<file path="src/rtl/frt_pkg.sv">
// Constants shared by the free-running timer and its count clock divider.
// Assumes one system clock and a CPU-side special-function register port.
package frt_pkg;

	// ==========================================================================
	// Register addresses and reset values
	// ==========================================================================
	localparam logic [15:0] MATCH_VALUE_ADDR      = 16'hff16;
	localparam logic [15:0] FREE_RUN_COUNT_ADDR   = 16'hff18;
	localparam logic [15:0] CAPTURE_VALUE_ADDR    = 16'hff1a;
	localparam logic [15:0] TIMER_MODE_CTRL_ADDR  = 16'hff48;
	localparam logic [15:0] MATCH_VALUE_RST       = 16'hffff;
	localparam logic [15:0] FREE_RUN_COUNT_RST    = 16'h0000;
	localparam logic [7:0]  TIMER_MODE_CTRL_RST   = 8'h00;

	// ==========================================================================
	// Mode control field positions
	// ==========================================================================
	localparam int TOGGLE_EN_BIT           = 0;
	localparam int COUNT_CLOCK_SEL_LO_BIT  = 2;
	localparam int COUNT_CLOCK_SEL_HI_BIT  = 3;
	localparam int CAPTURE_EDGE_SEL_LO_BIT = 4;
	localparam int CAPTURE_EDGE_SEL_HI_BIT = 5;

	// ==========================================================================
	// Access sizes and count clock prescaler
	// ==========================================================================
	typedef enum logic [1:0] {
		ACC_BIT  = 2'h0,
		ACC_BYTE = 2'h1,
		ACC_WORD = 2'h3
	} acc_size_t;

	localparam int          PRESCALE_W    = 8;
	localparam logic [7:0]  PRESCALE_MASK0 = 8'h03;
	localparam logic [7:0]  PRESCALE_MASK1 = 8'h0f;
	localparam logic [7:0]  PRESCALE_MASK2 = 8'h3f;
	localparam logic [7:0]  PRESCALE_MASK3 = 8'hff;
	localparam logic [7:0]  PRESCALE_RST   = 8'h00;

endpackage : frt_pkg

</file>
<file path="src/rtl/count_tick_if.sv">
// Carries the count clock selection to the divider and the count tick back.
// Assumes both ends run on the same system clock.
interface count_tick_if;
	logic [1:0] clock_sel;
	logic       tick;

	modport divider (input clock_sel, output tick);
	modport timer   (output clock_sel, input tick);
endinterface : count_tick_if

</file>
<file path="src/rtl/free_running_timer.sv">
// Free-running 16-bit timer with compare toggle output, match request and capture.
// Assumes a CPU special-function register port with bit, byte and word accesses
// and a capture input already synchronous to the system clock.

module free_running_timer (
	input  wire logic              clk_sys_in,      // System clock.
	input  wire logic              rstn_in,         // Synchronous reset, active low.
	input  wire logic [15:0]       sfr_addr_in,     // Register address.
	input  wire logic              sfr_wr_in,       // Write strobe, one cycle.
	input  wire logic              sfr_rd_in,       // Read strobe, one cycle.
	input  wire frt_pkg::acc_size_t sfr_size_in,    // Bit, byte or word access.
	input  wire logic [2:0]        sfr_bit_in,      // Bit number for bit access.
	input  wire logic              sfr_short_dir_in, // Short direct addressing.
	input  wire logic [15:0]       sfr_wdata_in,    // Write data, low aligned.
	input  wire logic              ext_irq_input_in, // Capture input.
	output logic [15:0]            sfr_rdata_out,   // Read data, next cycle.
	output logic                   match_irq_out,   // Match request pulse.
	output logic                   toggle_out_pin_out // Timer toggle output.
);
	import frt_pkg::*;

	// ==========================================================================
	// State
	// ==========================================================================
	logic [15:0] match_value_q;
	logic [15:0] free_run_count_q;
	logic [15:0] capture_value_q;
	logic [7:0]  timer_mode_ctrl_q;
	logic        toggle_q;
	logic        irq_q;
	logic        cap_in_q;
	logic [15:0] rdata_q;

	count_tick_if tick_if ();

	count_clock_divider u_divider (
		.clk_sys_in (clk_sys_in),
		.rstn_in    (rstn_in),
		.tick_if    (tick_if)
	);

	// ==========================================================================
	// Access decode
	// ==========================================================================
	wire is_word  = (sfr_size_in == ACC_WORD);
	wire is_byte  = (sfr_size_in == ACC_BYTE);
	wire is_bit   = (sfr_size_in == ACC_BIT);
	wire word_ok  = is_word && sfr_short_dir_in;

	function automatic logic hits(input logic [15:0] addr, input logic [15:0] base);
		hits = (addr == base);
	endfunction : hits

	wire cmp_lo   = hits(sfr_addr_in, MATCH_VALUE_ADDR);
	wire cmp_hi   = hits(sfr_addr_in, MATCH_VALUE_ADDR + 16'h0001);
	wire cnt_lo   = hits(sfr_addr_in, FREE_RUN_COUNT_ADDR);
	wire cnt_hi   = hits(sfr_addr_in, FREE_RUN_COUNT_ADDR + 16'h0001);
	wire cap_lo   = hits(sfr_addr_in, CAPTURE_VALUE_ADDR);
	wire cap_hi   = hits(sfr_addr_in, CAPTURE_VALUE_ADDR + 16'h0001);
	wire mode_hit = hits(sfr_addr_in, TIMER_MODE_CTRL_ADDR);

	wire cmp_wr_lo = sfr_wr_in && ((word_ok && cmp_lo) || (is_byte && cmp_lo));
	wire cmp_wr_hi = sfr_wr_in && (is_byte && cmp_hi);
	wire cmp_wr_w  = sfr_wr_in && word_ok && cmp_lo;

	// mode writes by bit or byte
	wire mode_wr_byte = sfr_wr_in && mode_hit && is_byte;
	wire mode_wr_bit  = sfr_wr_in && mode_hit && is_bit;

	// ==========================================================================
	// Counter, match and toggle
	// ==========================================================================
	wire        tick      = tick_if.tick;
	wire [15:0] count_nxt = free_run_count_q + 16'h0001;
	wire        match_hit = tick && (count_nxt == match_value_q);
	wire        toggle_en = timer_mode_ctrl_q[TOGGLE_EN_BIT];

	assign tick_if.clock_sel = {timer_mode_ctrl_q[COUNT_CLOCK_SEL_HI_BIT],
	                            timer_mode_ctrl_q[COUNT_CLOCK_SEL_LO_BIT]};

	// ==========================================================================
	// Capture edge detect
	// ==========================================================================
	wire [1:0] cap_sel  = {timer_mode_ctrl_q[CAPTURE_EDGE_SEL_HI_BIT],
	                       timer_mode_ctrl_q[CAPTURE_EDGE_SEL_LO_BIT]};
	wire       rise     = ext_irq_input_in && !cap_in_q;
	wire       fall     = !ext_irq_input_in && cap_in_q;
	wire       cap_take = (cap_sel == 2'h1 && rise) || (cap_sel == 2'h2 && fall) ||
	                      (cap_sel == 2'h3 && (rise || fall));

	// ==========================================================================
	// Read multiplexer
	// ==========================================================================
	function automatic logic [15:0] word_read(input logic [15:0] addr,
	                                          input logic [15:0] cnt,
	                                          input logic [15:0] cap);
		if (addr == FREE_RUN_COUNT_ADDR)
			word_read = cnt;
		else if (addr == CAPTURE_VALUE_ADDR)
			word_read = cap;
		else
			word_read = 16'h0000;
	endfunction : word_read

	// The compare register is write-only, so every read of it returns zero.
	wire [15:0] rd_word = word_read(sfr_addr_in, free_run_count_q, capture_value_q);
	wire [7:0]  rd_byte = cnt_lo ? free_run_count_q[7:0] :
	                      cnt_hi ? free_run_count_q[15:8] :
	                      cap_lo ? capture_value_q[7:0] :
	                      cap_hi ? capture_value_q[15:8] :
	                      mode_hit ? timer_mode_ctrl_q : 8'h00;
	wire [15:0] rdata_d = !sfr_rd_in ? 16'h0000 :
	                      word_ok ? rd_word :
	                      is_byte ? {8'h00, rd_byte} :
	                      (is_bit && mode_hit) ? {15'h0000, timer_mode_ctrl_q[sfr_bit_in]} :
	                      16'h0000;

	// ==========================================================================
	// Registers
	// ==========================================================================
	always_ff @(posedge clk_sys_in) begin
		if (!rstn_in) begin
			match_value_q <= MATCH_VALUE_RST;
		end else if (cmp_wr_w) begin
			match_value_q <= sfr_wdata_in;
		end else if (cmp_wr_lo) begin
			match_value_q[7:0] <= sfr_wdata_in[7:0];
		end else if (cmp_wr_hi) begin
			match_value_q[15:8] <= sfr_wdata_in[7:0];
		end
	end

	always_ff @(posedge clk_sys_in) begin
		if (!rstn_in) begin
			free_run_count_q <= FREE_RUN_COUNT_RST;
		end else if (tick) begin
			free_run_count_q <= count_nxt;
		end
	end

	always_ff @(posedge clk_sys_in) begin
		if (!rstn_in) begin
			timer_mode_ctrl_q <= TIMER_MODE_CTRL_RST;
		end else if (mode_wr_byte) begin
			timer_mode_ctrl_q <= sfr_wdata_in[7:0];
		end else if (mode_wr_bit) begin
			timer_mode_ctrl_q[sfr_bit_in] <= sfr_wdata_in[0];
		end
	end

	always_ff @(posedge clk_sys_in) begin
		if (cap_take) begin
			capture_value_q <= free_run_count_q;
		end
	end

	// output gated until software enables it
	always_ff @(posedge clk_sys_in) begin
		if (!rstn_in) begin
			toggle_q <= 1'b0;
			irq_q    <= 1'b0;
			cap_in_q <= 1'b0;
			rdata_q  <= 16'h0000;
		end else begin
			if (match_hit && toggle_en)
				toggle_q <= !toggle_q;
			irq_q    <= match_hit;
			cap_in_q <= ext_irq_input_in;
			rdata_q  <= rdata_d;
		end
	end

	assign sfr_rdata_out      = rdata_q;
	assign match_irq_out      = irq_q;
	assign toggle_out_pin_out = toggle_q;

	// ==========================================================================
	// Assertions
	// ==========================================================================
	property p_toggle_on_match;
		@(posedge clk_sys_in) disable iff (!rstn_in)
		(match_hit && toggle_en) |=> (toggle_out_pin_out != $past(toggle_out_pin_out));
	endproperty
	a_toggle_on_match: assert property (p_toggle_on_match) else $error("Toggle missed on match.");

	property p_no_clear;
		@(posedge clk_sys_in) disable iff (!rstn_in)
		match_hit |=> (free_run_count_q == $past(match_value_q)) ##1 (free_run_count_q != 16'h0000 ||
		              $past(free_run_count_q) == 16'hffff || $past(free_run_count_q) == 16'h0000);
	endproperty
	a_no_clear: assert property (p_no_clear) else $error("Counter cleared by match.");

	property p_irq_on_match;
		@(posedge clk_sys_in) disable iff (!rstn_in)
		match_hit |=> match_irq_out && (free_run_count_q == match_value_q || $past(cmp_wr_lo || cmp_wr_hi));
	endproperty
	a_irq_on_match: assert property (p_irq_on_match) else $error("Match request missing.");

	property p_no_toggle_without_tick;
		@(posedge clk_sys_in) disable iff (!rstn_in)
		!tick |=> $stable(toggle_out_pin_out) && $stable(free_run_count_q);
	endproperty
	a_no_toggle_without_tick: assert property (p_no_toggle_without_tick) else $error("Change without tick.");

	property p_no_capture;
		@(posedge clk_sys_in) disable iff (!rstn_in)
		(cap_sel == 2'h0) |=> $stable(capture_value_q);
	endproperty
	a_no_capture: assert property (p_no_capture) else $error("Capture with edges disabled.");

	property p_cmp_write_only;
		@(posedge clk_sys_in) disable iff (!rstn_in)
		(sfr_rd_in && (cmp_lo || cmp_hi)) |=> (sfr_rdata_out == 16'h0000);
	endproperty
	a_cmp_write_only: assert property (p_cmp_write_only) else $error("Compare register readable.");

	property p_count_not_writable;
		@(posedge clk_sys_in) disable iff (!rstn_in)
		(sfr_wr_in && (cnt_lo || cnt_hi) && !tick) |=> $stable(free_run_count_q);
	endproperty
	a_count_not_writable: assert property (p_count_not_writable) else $error("Counter took a write.");

	property p_mode_byte_write;
		@(posedge clk_sys_in) disable iff (!rstn_in)
		mode_wr_byte |=> (timer_mode_ctrl_q == $past(sfr_wdata_in[7:0]));
	endproperty
	a_mode_byte_write: assert property (p_mode_byte_write) else $error("Mode byte write lost.");

	property p_word_needs_short;
		@(posedge clk_sys_in) disable iff (!rstn_in)
		(sfr_wr_in && is_word && !sfr_short_dir_in) |=> $stable(match_value_q) && $stable(timer_mode_ctrl_q);
	endproperty
	a_word_needs_short: assert property (p_word_needs_short) else $error("Word access without short direct.");

	property p_wrap;
		@(posedge clk_sys_in) disable iff (!rstn_in)
		(tick && free_run_count_q == 16'hffff) |=> (free_run_count_q == 16'h0000);
	endproperty
	a_wrap: assert property (p_wrap) else $error("Counter did not wrap.");

	property p_irq_single;
		@(posedge clk_sys_in) disable iff (!rstn_in)
		match_irq_out |=> !match_irq_out [*3];
	endproperty
	a_irq_single: assert property (p_irq_single) else $error("Match request repeated.");

	property p_toggle_only_on_match;
		@(posedge clk_sys_in) disable iff (!rstn_in)
		!(match_hit && toggle_en) |=> $stable(toggle_out_pin_out);
	endproperty
	a_toggle_only_on_match: assert property (p_toggle_only_on_match) else $error("Toggle without match.");

	property p_irq_needs_match;
		@(posedge clk_sys_in) disable iff (!rstn_in)
		!match_hit |=> !match_irq_out;
	endproperty
	a_irq_needs_match: assert property (p_irq_needs_match) else $error("Request without match.");

	property p_tick_increment;
		@(posedge clk_sys_in) disable iff (!rstn_in)
		tick |=> (free_run_count_q == $past(free_run_count_q) + 16'h0001);
	endproperty
	a_tick_increment: assert property (p_tick_increment) else $error("Counter did not step.");

	// The divider keys on its two low bits, so ticks never come closer than four clocks.
	property p_tick_spacing;
		@(posedge clk_sys_in) disable iff (!rstn_in)
		tick |=> !tick [*3];
	endproperty
	a_tick_spacing: assert property (p_tick_spacing) else $error("Count ticks too close.");

	property p_count_read;
		@(posedge clk_sys_in) disable iff (!rstn_in)
		(sfr_rd_in && word_ok && cnt_lo) |=> (sfr_rdata_out == $past(free_run_count_q));
	endproperty
	a_count_read: assert property (p_count_read) else $error("Counter read wrong.");

	property p_capture_take;
		@(posedge clk_sys_in) disable iff (!rstn_in)
		cap_take |=> (capture_value_q == $past(free_run_count_q));
	endproperty
	a_capture_take: assert property (p_capture_take) else $error("Capture missed the count.");

	property p_mode_bit_write;
		@(posedge clk_sys_in) disable iff (!rstn_in)
		mode_wr_bit |=> (timer_mode_ctrl_q[$past(sfr_bit_in)] == $past(sfr_wdata_in[0]));
	endproperty
	a_mode_bit_write: assert property (p_mode_bit_write) else $error("Mode bit write lost.");

endmodule : free_running_timer

</file>
<file path="src/rtl/count_clock_divider.sv">
// Count clock divider: one tick pulse per selected number of system clocks.
// Assumes the selection comes straight from the mode control register.
module count_clock_divider
	import frt_pkg::*;
(
	input  wire logic      clk_sys_in, // System clock.
	input  wire logic      rstn_in,    // Synchronous reset, active low.
	count_tick_if.divider  tick_if     // Selection in, tick out.
);

	logic [PRESCALE_W-1:0] div_q;
	logic                  tick_q;
	logic [PRESCALE_W-1:0] sel_mask;

	function automatic logic [PRESCALE_W-1:0] mask_of(input logic [1:0] sel);
		unique case (sel)
			2'h0: mask_of = PRESCALE_MASK0;
			2'h1: mask_of = PRESCALE_MASK1;
			2'h2: mask_of = PRESCALE_MASK2;
			2'h3: mask_of = PRESCALE_MASK3;
		endcase
	endfunction : mask_of

	assign sel_mask     = mask_of(tick_if.clock_sel);
	assign tick_if.tick = tick_q;

	// A change of selection may shorten one interval; the divider is never reset
	// on selection change so the tick spacing stays at least four clocks.
	always_ff @(posedge clk_sys_in) begin
		if (!rstn_in) begin
			div_q  <= PRESCALE_RST;
			tick_q <= 1'b0;
		end else begin
			div_q  <= div_q + 8'h01;
			tick_q <= ((div_q & sel_mask) == sel_mask);
		end
	end

endmodule : count_clock_divider

</file>
<file path="config.mk">
export PLATFORM = sky130hd
export DESIGN_NAME = free_running_timer
export DESIGN_NICKNAME = d
export VERILOG_FILES = /design/src/rtl/frt_pkg.sv /design/src/rtl/count_tick_if.sv /design/src/rtl/free_running_timer.sv /design/src/rtl/count_clock_divider.sv
export SDC_FILE = /design/constraint.sdc
export NUM_CORES = 1
export LEC_CHECK = 0
export ABC_CLOCK_PERIOD_IN_PS = 6800
export BUFFER_PORTS_ARGS = -buffer_cell sky130_fd_sc_hd__buf_2
export CAP_MARGIN = 20
export CORE_MARGIN = 4
export CORE_UTILIZATION = 62
export DETAILED_ROUTE_END_ITERATION = 7
export HOLD_SLACK_MARGIN = 0.06
export PLACE_DENSITY = 0.81
export SYNTH_ARGS = -nofsm -noshare
export SYNTH_HDL_FRONTEND = slang
export SYNTH_HIERARCHICAL = 1
export SYNTH_SLANG_ARGS = --single-unit
</file>
<file path="constraint.sdc">
create_clock -name clk_sys_in -period 6.8 [get_ports clk_sys_in]
set_input_delay 0.68 -clock clk_sys_in [delete_from_list [all_inputs] [get_ports clk_sys_in]]
set_output_delay 0.68 -clock clk_sys_in [all_outputs]
set_load 0.02 [all_outputs]
</file>
After elaboration in Yosys (flattened, before gate mapping)
Index checks and enable logic that the tools add are counted.

storage, ports and cells
  register bits = 84
  word-level logic and storage cells = 90
  output and inout port bits = 18
  input bits = 43

cells by class
  bitwise operators = 1
  equal/unequal tests = 18
  reductions and logical operators = 34
  order comparisons = 2
  muxes and demuxes = 22
  add/sub/neg operators = 2

operator list
  cell                                                               number
  equality test 16 bit, second input constant                        7
  two-way mux 8 bit                                                  11
  two-way mux 16 bit                                                 4
  case mux 8 bit (4 select lines)                                    1
  logical AND 1 bit                                                  20
  adder 16 x 1 -> 16 bit, second input constant                      1
  equality test 16 bit                                               1
  equality test 2 bit, second input constant                         5
  adder 8 x 1 -> 8 bit, second input constant                        1
  AND 8 bit                                                          1
  bitwise mux 8 bit                                                  1
  equality test 8 bit                                                1
  equality test 2 x 1 -> 1 bit, second input constant                3
  nonzero test 2 bit                                                 3
  zero test 2 bit                                                    2
  logical OR 1 bit                                                   4
  < comparator 3 x 4 -> 1 bit, second input constant                 1
  AND reduction 2 bit                                                2
  binary-select mux 1 bit (select 3 bit)                             1
  demux 1 bit (select 3 bit)                                         1
  greater-or-equal comparator 3 x 1 -> 1 bit, second input constant  1
  zero test 1 bit                                                    3
  two-way mux 1 bit                                                  3
  != test 2 x 1 -> 1 bit, second input constant                      1

Depth between registers and ports, before layout
Gate-level depths: netlist (run 1).

  depth after elaboration = 8
  gate-level depth with buffers = 8
  gate-level depth less buffers = 7

By module
Netlist (run 1), hierarchy kept.

by module, submodules not included
  module               cells each  sequential area each (µm²)  area an instance (µm²)  times used
  free_running_timer   467         1,661.6                     4,221.5                 1
  count_clock_divider  39          180.2                       374.1                   1

Worst setup path after synthesis (run 1)
OpenSTA, ideal clock, no wires.

  kind = input to register
  from = input sfr_addr_in[1]
  to = register match_value_q[11]
  library setup time = 129 ps
  buffers on the path = 2
  arrival = 2,405 ps
  required time = 6,671 ps
  path slack = 4,266 ps
  stages = 8
  path through = clkbuf_1 -> and4b_1 -> and4_1 -> nor4bb_1 -> clkbuf_1 -> mux2_2 -> mux2i_1 -> nand2_1

on the way
  cells in the longest elaborated chain, start to end = 6
  elaborated cells on any way between the ends = 13
  classes of those cells = 3 x eq/ne; 1 x mux; 9 x reduce/logical

RTL lines
  item                              line                       RTL
  start, declared                   free_running_timer.sv:8    input wire logic [15:0] sfr_addr_in,
  equality test 16 bit              free_running_timer.sv:51   hits = (addr == base);
  logical AND 1 bit                 free_running_timer.sv:62   wire cmp_wr_lo = sfr_wr_in && ((word_ok && cmp_lo) || (is_byte && cmp_lo));
  logical OR 1 bit                  free_running_timer.sv:62
  logical AND 1 bit                 free_running_timer.sv:62
  != test 2 x 1 -> 1 bit (no line)  --
  AND reduction 2 bit (no line)     --
  end signal, assigned              free_running_timer.sv:125  match_value_q <= sfr_wdata_in;
  end signal, assigned              free_running_timer.sv:129  match_value_q[15:8] <= sfr_wdata_in[7:0];
  end, declared                     free_running_timer.sv:25   logic [15:0] match_value_q;

Several ways; a longest one is shown, not always the timed one.
A chain may end at the register's enable or synchronous reset.

Final worst setup path (run 1)
  from = register free_run_count_q[0]
  to = register toggle_q, in the netlist toggle_out_pin_out

on the way
  cells in the longest elaborated chain, start to end = 4

RTL lines
  item                    line                       RTL
  start, declared         free_running_timer.sv:26   logic [15:0] free_run_count_q;
  start signal, assigned  free_running_timer.sv:137  free_run_count_q <= count_nxt;
  adder 16 x 1 -> 16 bit  free_running_timer.sv:74   wire [15:0] count_nxt = free_run_count_q + 16'h0001;
  equality test 16 bit    free_running_timer.sv:75   wire match_hit = tick && (count_nxt == match_value_q);
  logical AND 1 bit       free_running_timer.sv:75
  logical AND 1 bit       free_running_timer.sv:165  if (match_hit && toggle_en)
  end signal, assigned    free_running_timer.sv:166  toggle_q <= !toggle_q;
  end, declared           free_running_timer.sv:29   logic toggle_q;

Every way passes these cells.

==> summary.txt, run 1 <==
Place
  • # port buffers: 60
  • Setup Slack @ Placement: 3870 ps
  • Placer Congestion: 0.918
  • Placed Area: 4820 um^2
  • Placed cell count: 631
  • DP Wirelength: 8070 um

STA
  • TNS Setup: 0 ps
  • Tmin final: 2860 ps
  • Slew headroom: 0.345
  • Fmax: 350 MHz
  • Fin. Hold Viols: 0
  • Final worst path period share: 0.420
  • Max-slew violation count: 0
  • Final setup vio count: 0
  • Setup ws final: 3940 ps
  • Fin Clk Skew: 13.7 ps
  • Unrepaired setup endpoints after global routing: no
  • Slew @ Worst Pin: 975 ps

Synth
  • Register area share after synthesis: 0.401
  • Async SR Flop Fraction: 0
  • Post-synth EDFFs: 16
  • Post-synthesis cell count: 506
  • YS warnings: 6
  • Yosys reg bits: 84
  • Area share of the largest cell type after synthesis: 0.296
  • Post-synth top flop: dfxtp_1
  • Synth top area cells: dfxtp_1 (30%), edfxtp_1 (10%), mux2i_1 (5.9%)
  • Dominant cell type by area after synthesis: dfxtp_1
  • Post-Syn Area: 4600 um^2
  • Count of cell types in the netlist: 66
  • Syn nets: 553
  • Post-synthesis average cell area: 9.08 um^2

Setup path
  • Crit end category: register
  • Startpoint types: register
  • WS Path Type: reg2reg
  • Crit Path Max Fanout: 9
  • Worst path required time: 7070 ps
  • WP data arrival: 3130 ps

Job
  • Max-cap violations: 0

Drt
  • DRC: 0
  • DR WL/cell: 17.3 um
  • Final wirelength: 11,200 um
  • Final ANT Viol Nets: 0
  • Vias per std cell: 6.13
  • Detailed Route Iter0 Violations: 257
  • DR vias: 3,969
  • 1st-pass router iterations: 5

Global route
  • Initial antenna violation count: 0
  • Grt ovf: 0
  • GRT Total Usage: 0.262
  • Vias in the first global route: 3,698
  • Global-route wire length before repair: 18,100 um
  • Largest net degree at the start of global routing: 36

Layout
  • Finished Layout Cells: 647
  • Commonest non-fill, non-tap cell in the layout: dfxtp_1
  • Layout Utilization: 0.694
  • # fillers: 611
  • N_diodes: 0
  • P&R area growth vs syn: 8.96%
  • Nets: 590
  • Most frequent cells in the layout: dfxtp_1 (68), buf_2 (60), nor2_1 (52)
  • Layout cell share with drive strength beyond 1: 0.184
  • Post-Layout Inst Area: 5010 um^2

Clock network
  • CTS tree: built
  • CTS clk-pin slew, worst paths: 90 ps
  • Number of hold buffers added after CTS: 0
  • # Post-CTS Setup Buffers: 0
  • Clk buf depth: 2
  • CTS Sinks: 84
  • TritonCTS buffer count: 9
  • H-tree Lvls: 3
  • Clock root buffer master: clkbuf_8
  • Post-CTS Resized: 0
  • Worst-Skew Late Latency: 360 ps

Floorplan
  • Core box area: 7210 um^2
  • Die X: 94.1 um
  • Die Ht: 94.1 um
  • I/O Pins: 61
  • Starting density of the core: 0.637
  • DIE AREA: 8850 um^2
  • Num rows: 31

Min path
  • HP Class: reg2reg

Pwr
  • Pwr/cell area: 180 nW/um^2
  • Leakage: 1.88 nW
  • Worst VDD drop: 107 uV

Run status
  • Outcome: completed
[worst max-delay path, cell delays in order (launching register included)]
cell	delay, ps
dfxtp_1	500
ha_1	360
nand3_4	140
or3_1	400
a2111oi_1	550
o2111ai_1	200
or4_1	430
a21oi_1	170
[metal layers]
layer | track usage | part of all wire
met1 | 0.347 | 0.43
met2 | 0.413 | 0.45
met3 | 0.0409 | 0.079
met4 | 0.132 | 0.040
met5 | 0 | 0
[cell type report]
cell class | instances | area (um^2) | area share
tap | 99 | 124 | 0.0247
clock buffer | 9 | 124 | 0.0247
sequential | 84 | 1840 | 0.368
multi-input combinational | 374 | 2500 | 0.500
clock inverter | 7 | 58.8 | 0.0117
timing repair buffer | 61 | 308 | 0.0615
inverter | 13 | 48.8 | 0.00975
[sequential cells by signal, summed over array words and instances (netlist names)]
| name | flops |
|---|---|
| cap_in_q | 1 |
| capture_value_q | 16 |
| free_run_count_q | 16 |
| match_irq_out | 1 |
| match_value_q | 16 |
| sfr_rdata_out | 16 |
| timer_mode_ctrl_q | 8 |
| toggle_out_pin_out | 1 |
| u_divider/div_q | 8 |
| u_divider/tick_if.tick | 1 |
[synth_stat cells (5+ instances only)]
cell,instances
nand2b_1,5
o21a_1,7
and2_1,8
dfxtp_1,68
nor2_1,52
clkbuf_1,21
mux2_2,10
nand4_1,9
o21ai_0,33
edfxtp_1,16
o22ai_1,9
a21oi_1,15
mux2i_1,27
and3_1,8
nor3_1,9
or3_1,9
and4_1,5
buf_6,5
xor2_1,17
nand3_1,17
a22oi_1,8
nand2_1,42
inv_1,13
xnor2_1,22
a31oi_1,5
[stage by stage]
step           hold slack (ps)  power [mW]
4_1_cts                    496       0.905
5_1_grt                    507       0.932
3_5_place_dp               478       0.574
3_3_place_gp               464       0.573
2_1_floorplan              409       0.553
6_report                   500       0.901
[path summary, 6_finish.rpt]
path                              to  depth (start not counted)           startpoint  slack (ps)
setup / recovery  toggle_out_pin_out                          7  free_run_count_q[0]        3940
hold reg to reg   u_divider/div_q[7]                          2   u_divider/div_q[7]         500
setup reg to reg  toggle_out_pin_out                          7  free_run_count_q[0]        3940
hold / removal    u_divider/div_q[7]                          2   u_divider/div_q[7]         500
[power by group]
group          internal, mW  total [mW]  leakage [nW]  switching [mW]
registers             0.507       0.510         0.697         0.00337
clock network         0.138       0.338        0.0921           0.199
logic                0.0208      0.0534          1.09          0.0326
total                 0.666       0.901          1.88           0.235
[cell families after synthesis]
logic type / count (synthesis) / synth area share
XOR/XNOR: 39 / 0.0743
multiplexers: 37 / 0.0833
buffers and inverters: 48 / 0.0555
AO/OA/AOI/OAI: 106 / 0.153
AND/OR/NAND/NOR: 188 / 0.222
adder cells (fa/ha/maj): 4 / 0.0109
flip-flops: 84 / 0.401
Power figures use the tool's default switching activity.
==> inputs of run 2 (changes only) <==
--- a/config.mk
+++ b/config.mk
@@ -5,14 +5,15 @@
 export SDC_FILE = /design/constraint.sdc
 export NUM_CORES = 1
 export LEC_CHECK = 0
-export ABC_CLOCK_PERIOD_IN_PS = 6800
+export ABC_AREA = 1
+export ABC_CLOCK_PERIOD_IN_PS = 2450
 export BUFFER_PORTS_ARGS = -buffer_cell sky130_fd_sc_hd__buf_2
 export CAP_MARGIN = 20
 export CORE_MARGIN = 4
-export CORE_UTILIZATION = 62
+export CORE_UTILIZATION = 53
 export DETAILED_ROUTE_END_ITERATION = 7
 export HOLD_SLACK_MARGIN = 0.06
-export PLACE_DENSITY = 0.81
+export PLACE_DENSITY = 0.73
 export SYNTH_ARGS = -nofsm -noshare
 export SYNTH_HDL_FRONTEND = slang
 export SYNTH_HIERARCHICAL = 1
==> constraint.sdc (replaced) <==
create_clock -name clk_sys_in -period 2.45 [get_ports clk_sys_in]
set_input_delay 0.245 -clock clk_sys_in [delete_from_list [all_inputs] [get_ports clk_sys_in]]
set_output_delay 0.245 -clock clk_sys_in [all_outputs]
set_load 0.02 [all_outputs]
==> run 2 against run 1 <==
Net effect:
- critical path depth increased by 5
- synthesized cell count grew 41%
- first-iteration DRC count rose by 74%
- clock-buffer cell count stayed put
- critical path type unchanged
- area after synthesis increased by 6.4%
- cell area up 11%
- sequential power grew to 2.8 times the previous value
==> summary.txt, run 2 <==
STA
  • Fin. Hold Viols: 0 (unchanged)
  • Fin Clk Skew: 14.5 ps (was 13.7 ps)
  • Slew headroom: 0.506 (was 0.345)
  • TNS Setup: 0 ps (unchanged)
  • Final worst path period share: 0.859 (was 0.420)
  • Tmin final: 2110 ps (was 2860 ps)
  • Final setup vio count: 0 (unchanged)
  • Unrepaired setup endpoints after global routing: no (unchanged)
  • Slew @ Worst Pin: 736 ps (was 975 ps)
  • Fmax: 475 MHz (was 350 MHz)
  • Max-slew violation count: 0 (unchanged)

Synth
  • Post-synthesis average cell area: 6.87 um^2 (was 9.08 um^2)
  • Register area share after synthesis: 0.377 (was 0.401)
  • Most instantiated cells after synthesis: nand2_1 (154), inv_1 (108), nor2_1 (73) (was dfxtp_1 (68), nor2_1 (52), nand2_1 (42))
  • YS warnings: 6 (unchanged)
  • Area share of the largest cell type after synthesis: 0.278 (was 0.296)
  • Count of cell types in the netlist: 41 (was 66)
  • Syn nets: 759 (was 553)
  • Yosys reg bits: 84 (unchanged)
  • Synth top area cells: dfxtp_1 (28%), nand2_1 (12%), edfxtp_1 (9.8%) (was dfxtp_1 (30%), edfxtp_1 (10%), mux2i_1 (5.9%))
  • Cell with the most instances after synthesis: nand2_1 (was dfxtp_1)
  • Post-synthesis cell count: 712 (was 506)
  • Async SR Flop Fraction: 0 (unchanged)
  • Post-synth top flop: dfxtp_1 (unchanged)
  • Dominant cell type by area after synthesis: dfxtp_1 (unchanged)
  • Post-synth EDFFs: 16 (unchanged)
  • Post-Syn Area: 4890 um^2 (was 4600 um^2)

Setup path
  • Crit path depth: 12 (was 7)
  • Crit Path Max Fanout: 9 (unchanged)
  • R2r setup slk: 340 ps (was 3940 ps)
  • Sum of buffers and inverters on the critical path: 0 (unchanged)
  • CP max stage cell: dfxtp_1 (was a2111oi_1)
  • WS Path Type: reg2reg (unchanged)
  • Startpoint types: register (unchanged)
  • Crit end category: register (unchanged)
  • WP data arrival: 2380 ps (was 3130 ps)
  • R2r startpoint: free_run_count_q[0] (unchanged)
  • CP Cell Sequence: ha_2 > nand2_1 > nor2_4 > nand3_4 > o21bai_2 > nand2_1 > nand2_1 > nand3b_1 > nor2_2 > nand4_1 > nand2_1 > nor2_1 (was ha_1 > nand3_4 > or3_1 > a2111oi_1 > o2111ai_1 > or4_1 > a21oi_1)
  • Worst path required time: 2720 ps (was 7070 ps)
  • R2R depth: 12 (was 7)
  • CP top delay family: simple AND/OR/NAND/NOR gates (unchanged)
  • CP dominant cell by count: nand2_1
  • Max incr delay on CP: 530 ps (was 550 ps)
  • R2R Path End: toggle_out_pin_out (unchanged)

Layout
  • Layout cell share with drive strength beyond 1: 0.149 (was 0.184)
  • Commonest non-fill, non-tap cell in the layout: nand2_1 (was dfxtp_1)
  • N_diodes: 0 (unchanged)
  • P&R area growth vs syn: 13.5% (was 8.96%)
  • Most frequent cells in the layout: nand2_1 (154), inv_1 (108), nor2_1 (73) (was dfxtp_1 (68), buf_2 (60), nor2_1 (52))
  • Nets: 819 (was 590)
  • Post-Layout Inst Area: 5550 um^2 (was 5010 um^2)

Min path
  • Hold depth: 3 (was 2)
  • Hold Path End: cap_in_q (was u_divider/div_q[7])
  • Min-delay src: ext_irq_input_in (was u_divider/div_q[7])
  • HP Class: in2reg (was reg2reg)

Pwr
  • Worst VDD drop: 319 uV (was 107 uV)
  • Sequential share of power: 0.498 (was 0.566)
  • Psw: 0.718 mW (was 0.235 mW)
  • Combinational power share: 0.068 (was 0.059)
  • Int Pwr: 2.18 mW (was 0.666 mW)
  • Leakage: 2.69 nW (was 1.88 nW)
  • Pwr/cell area: 522 nW/um^2 (was 180 nW/um^2)
  • Clk pwr share: 0.434 (was 0.375)
  • Net Sw Frac: 0.248 (was 0.261)

Floorplan
  • DIE AREA: 10,800 um^2 (was 8850 um^2)
  • Starting density of the core: 0.553 (was 0.637)
  • Num rows: 34 (was 31)
  • Die X: 104 um (was 94.1 um)
  • I/O Pins: 61 (unchanged)
  • Die Ht: 104 um (was 94.1 um)
  • Core box area: 8850 um^2 (was 7210 um^2)

Place
  • Placer Congestion: 0.990 (was 0.918)
  • # port buffers: 60 (unchanged)
  • DP Wirelength: 10,400 um (was 8070 um)
  • Placed Area: 5300 um^2 (was 4820 um^2)

Global route
  • Global-route wire length before repair: 21,800 um (was 18,100 um)
  • Initial antenna violation count: 0 (unchanged)
  • Vias in the first global route: 4,562 (was 3,698)
  • Largest net degree at the start of global routing: 24 (was 36)
  • Grt ovf: 0 (unchanged)
  • GRT Total Usage: 0.247 (was 0.262)

Clock network
  • TritonCTS buffer count: 9 (unchanged)
  • Worst-Skew Late Latency: 360 ps (about the same)
  • Clk buf depth: 2 (unchanged)
  • Clock root buffer master: clkbuf_8 (unchanged)
  • CTS tree: built (unchanged)
  • H-tree Lvls: 3 (unchanged)
  • CTS Sinks: 84 (unchanged)
  • CTS clk-pin slew, worst paths: 100 ps (was 90 ps)
  • Number of hold buffers added after CTS: 0 (unchanged)

Drt
  • DR vias: 4,981 (was 3,969)
  • DRC: 0 (unchanged)
  • Detailed Route Iter0 Violations: 447 (was 257)
  • Vias per std cell: 5.63 (was 6.13)
  • 1st-pass router iterations: 5 (unchanged)
  • Final ANT Viol Nets: 0 (unchanged)
  • Final wirelength: 13,600 um (was 11,200 um)
  • DR WL/cell: 15.3 um (was 17.3 um)

Job
  • Max-cap violations: 0 (unchanged)

Run status
  • Outcome: completed (unchanged)
==> run 2: cell types whose count changed in the layout (fill, tap and decap cells not counted), sizes merged, moves of 9 or more <==
cell / before / now
xor2: 17 / 2
a21oi: 15 / 42
inv: 16 / 117
nor2: 52 / 85
or3: 9 / 0
nand2: 42 / 159
o211ai: 1 / 17
and2: 9 / 0
mux2i: 27 / 0
nand3: 18 / 70
o21ai: 33 / 65
xnor2: 22 / 0
mux2: 10 / 0
==> run 2: per-stage QoR <==
step / worst slack, ps / total power, mW / utilization / instances / hold WS [ps]
after floorplan: 558 / 1.58 / - / 712 / 338
after global placement: 401 / 1.66 / 0.598 / 869 / 449
after global routing: 46.3 / 3.00 / 0.627 / 885 / 105
after detailed placement: 277 / 1.67 / 0.598 / 869 / 460
final: 344 / 2.90 / 0.627 / 885 / 96.4
after CTS: 323 / 2.91 / 0.627 / 885 / 88.3
==> run 2: worst max path at each step <==
stage	start	endpoint	slack, ps
finish	free_run_count_q[0]	toggle_out_pin_out	340
global route	free_run_count_q[0]	toggle_out_pin_out	50
CTS	free_run_count_q[0]	toggle_out_pin_out	320
detailed placement	sfr_addr_in[14]	match_value_q[13]	280
global placement	free_run_count_q[0]	toggle_out_pin_out	400
floorplan	free_run_count_q[0]	toggle_out_pin_out	560
==> run 2: cell type report <==
type	count	area (um^2)
tap	108	135
timing repair buffer	67	353
multi-input combinational	496	2540
clock inverter	7	128
fill	849	3300
sequential	84	1840
clock buffer	9	124
inverter	114	428
==> run 2: per-layer routing <==
| metal | routed length, um | track usage | vias up |
|---|---|---|---|
| met4 | 340 | 0.0921 | 0 |
| met3 | 1100 | 0.0540 | 26 |
| met1 | 6110 | 0.333 | 2241 |
| met5 | 0 | 0 | - |
| met2 | 6020 | 0.388 | 238 |
| li1 | - | - | 2476 |
==> run 2: cell families (layout without fill, tap and decap cells) <==
group | after synthesis | count (layout) | synth area share
simple gates | 344 | 344 | 0.325
buf+inv | 132 | 197 | 0.105
xor+xnor | 4 | 4 | 0.0128
compound gates | 144 | 144 | 0.171
fa+ha+maj | 4 | 4 | 0.0102
flops | 84 | 84 | 0.377
==> run 2: power groups by stage <==
stage,Sequential [mW],Combinational (mW),Clock (mW)
after floorplan,1.46,0.113,0
after global placement,1.47,0.189,0
after detailed placement,1.47,0.194,0
after CTS,1.44,0.195,1.27
after global routing,1.45,0.219,1.33
final,1.44,0.198,1.26
==> run 2: tightest hold or removal path, stage by stage <==
cell,delay (ps)
buf_2,100
nand2_1,50
inv_1,40
==> run 2: repair_timing <==
action | in CTS | in global routing
gates resized for setup | 0 | 1
setup endpoints to repair | 0 | 1
setup buffers | 0 | 0
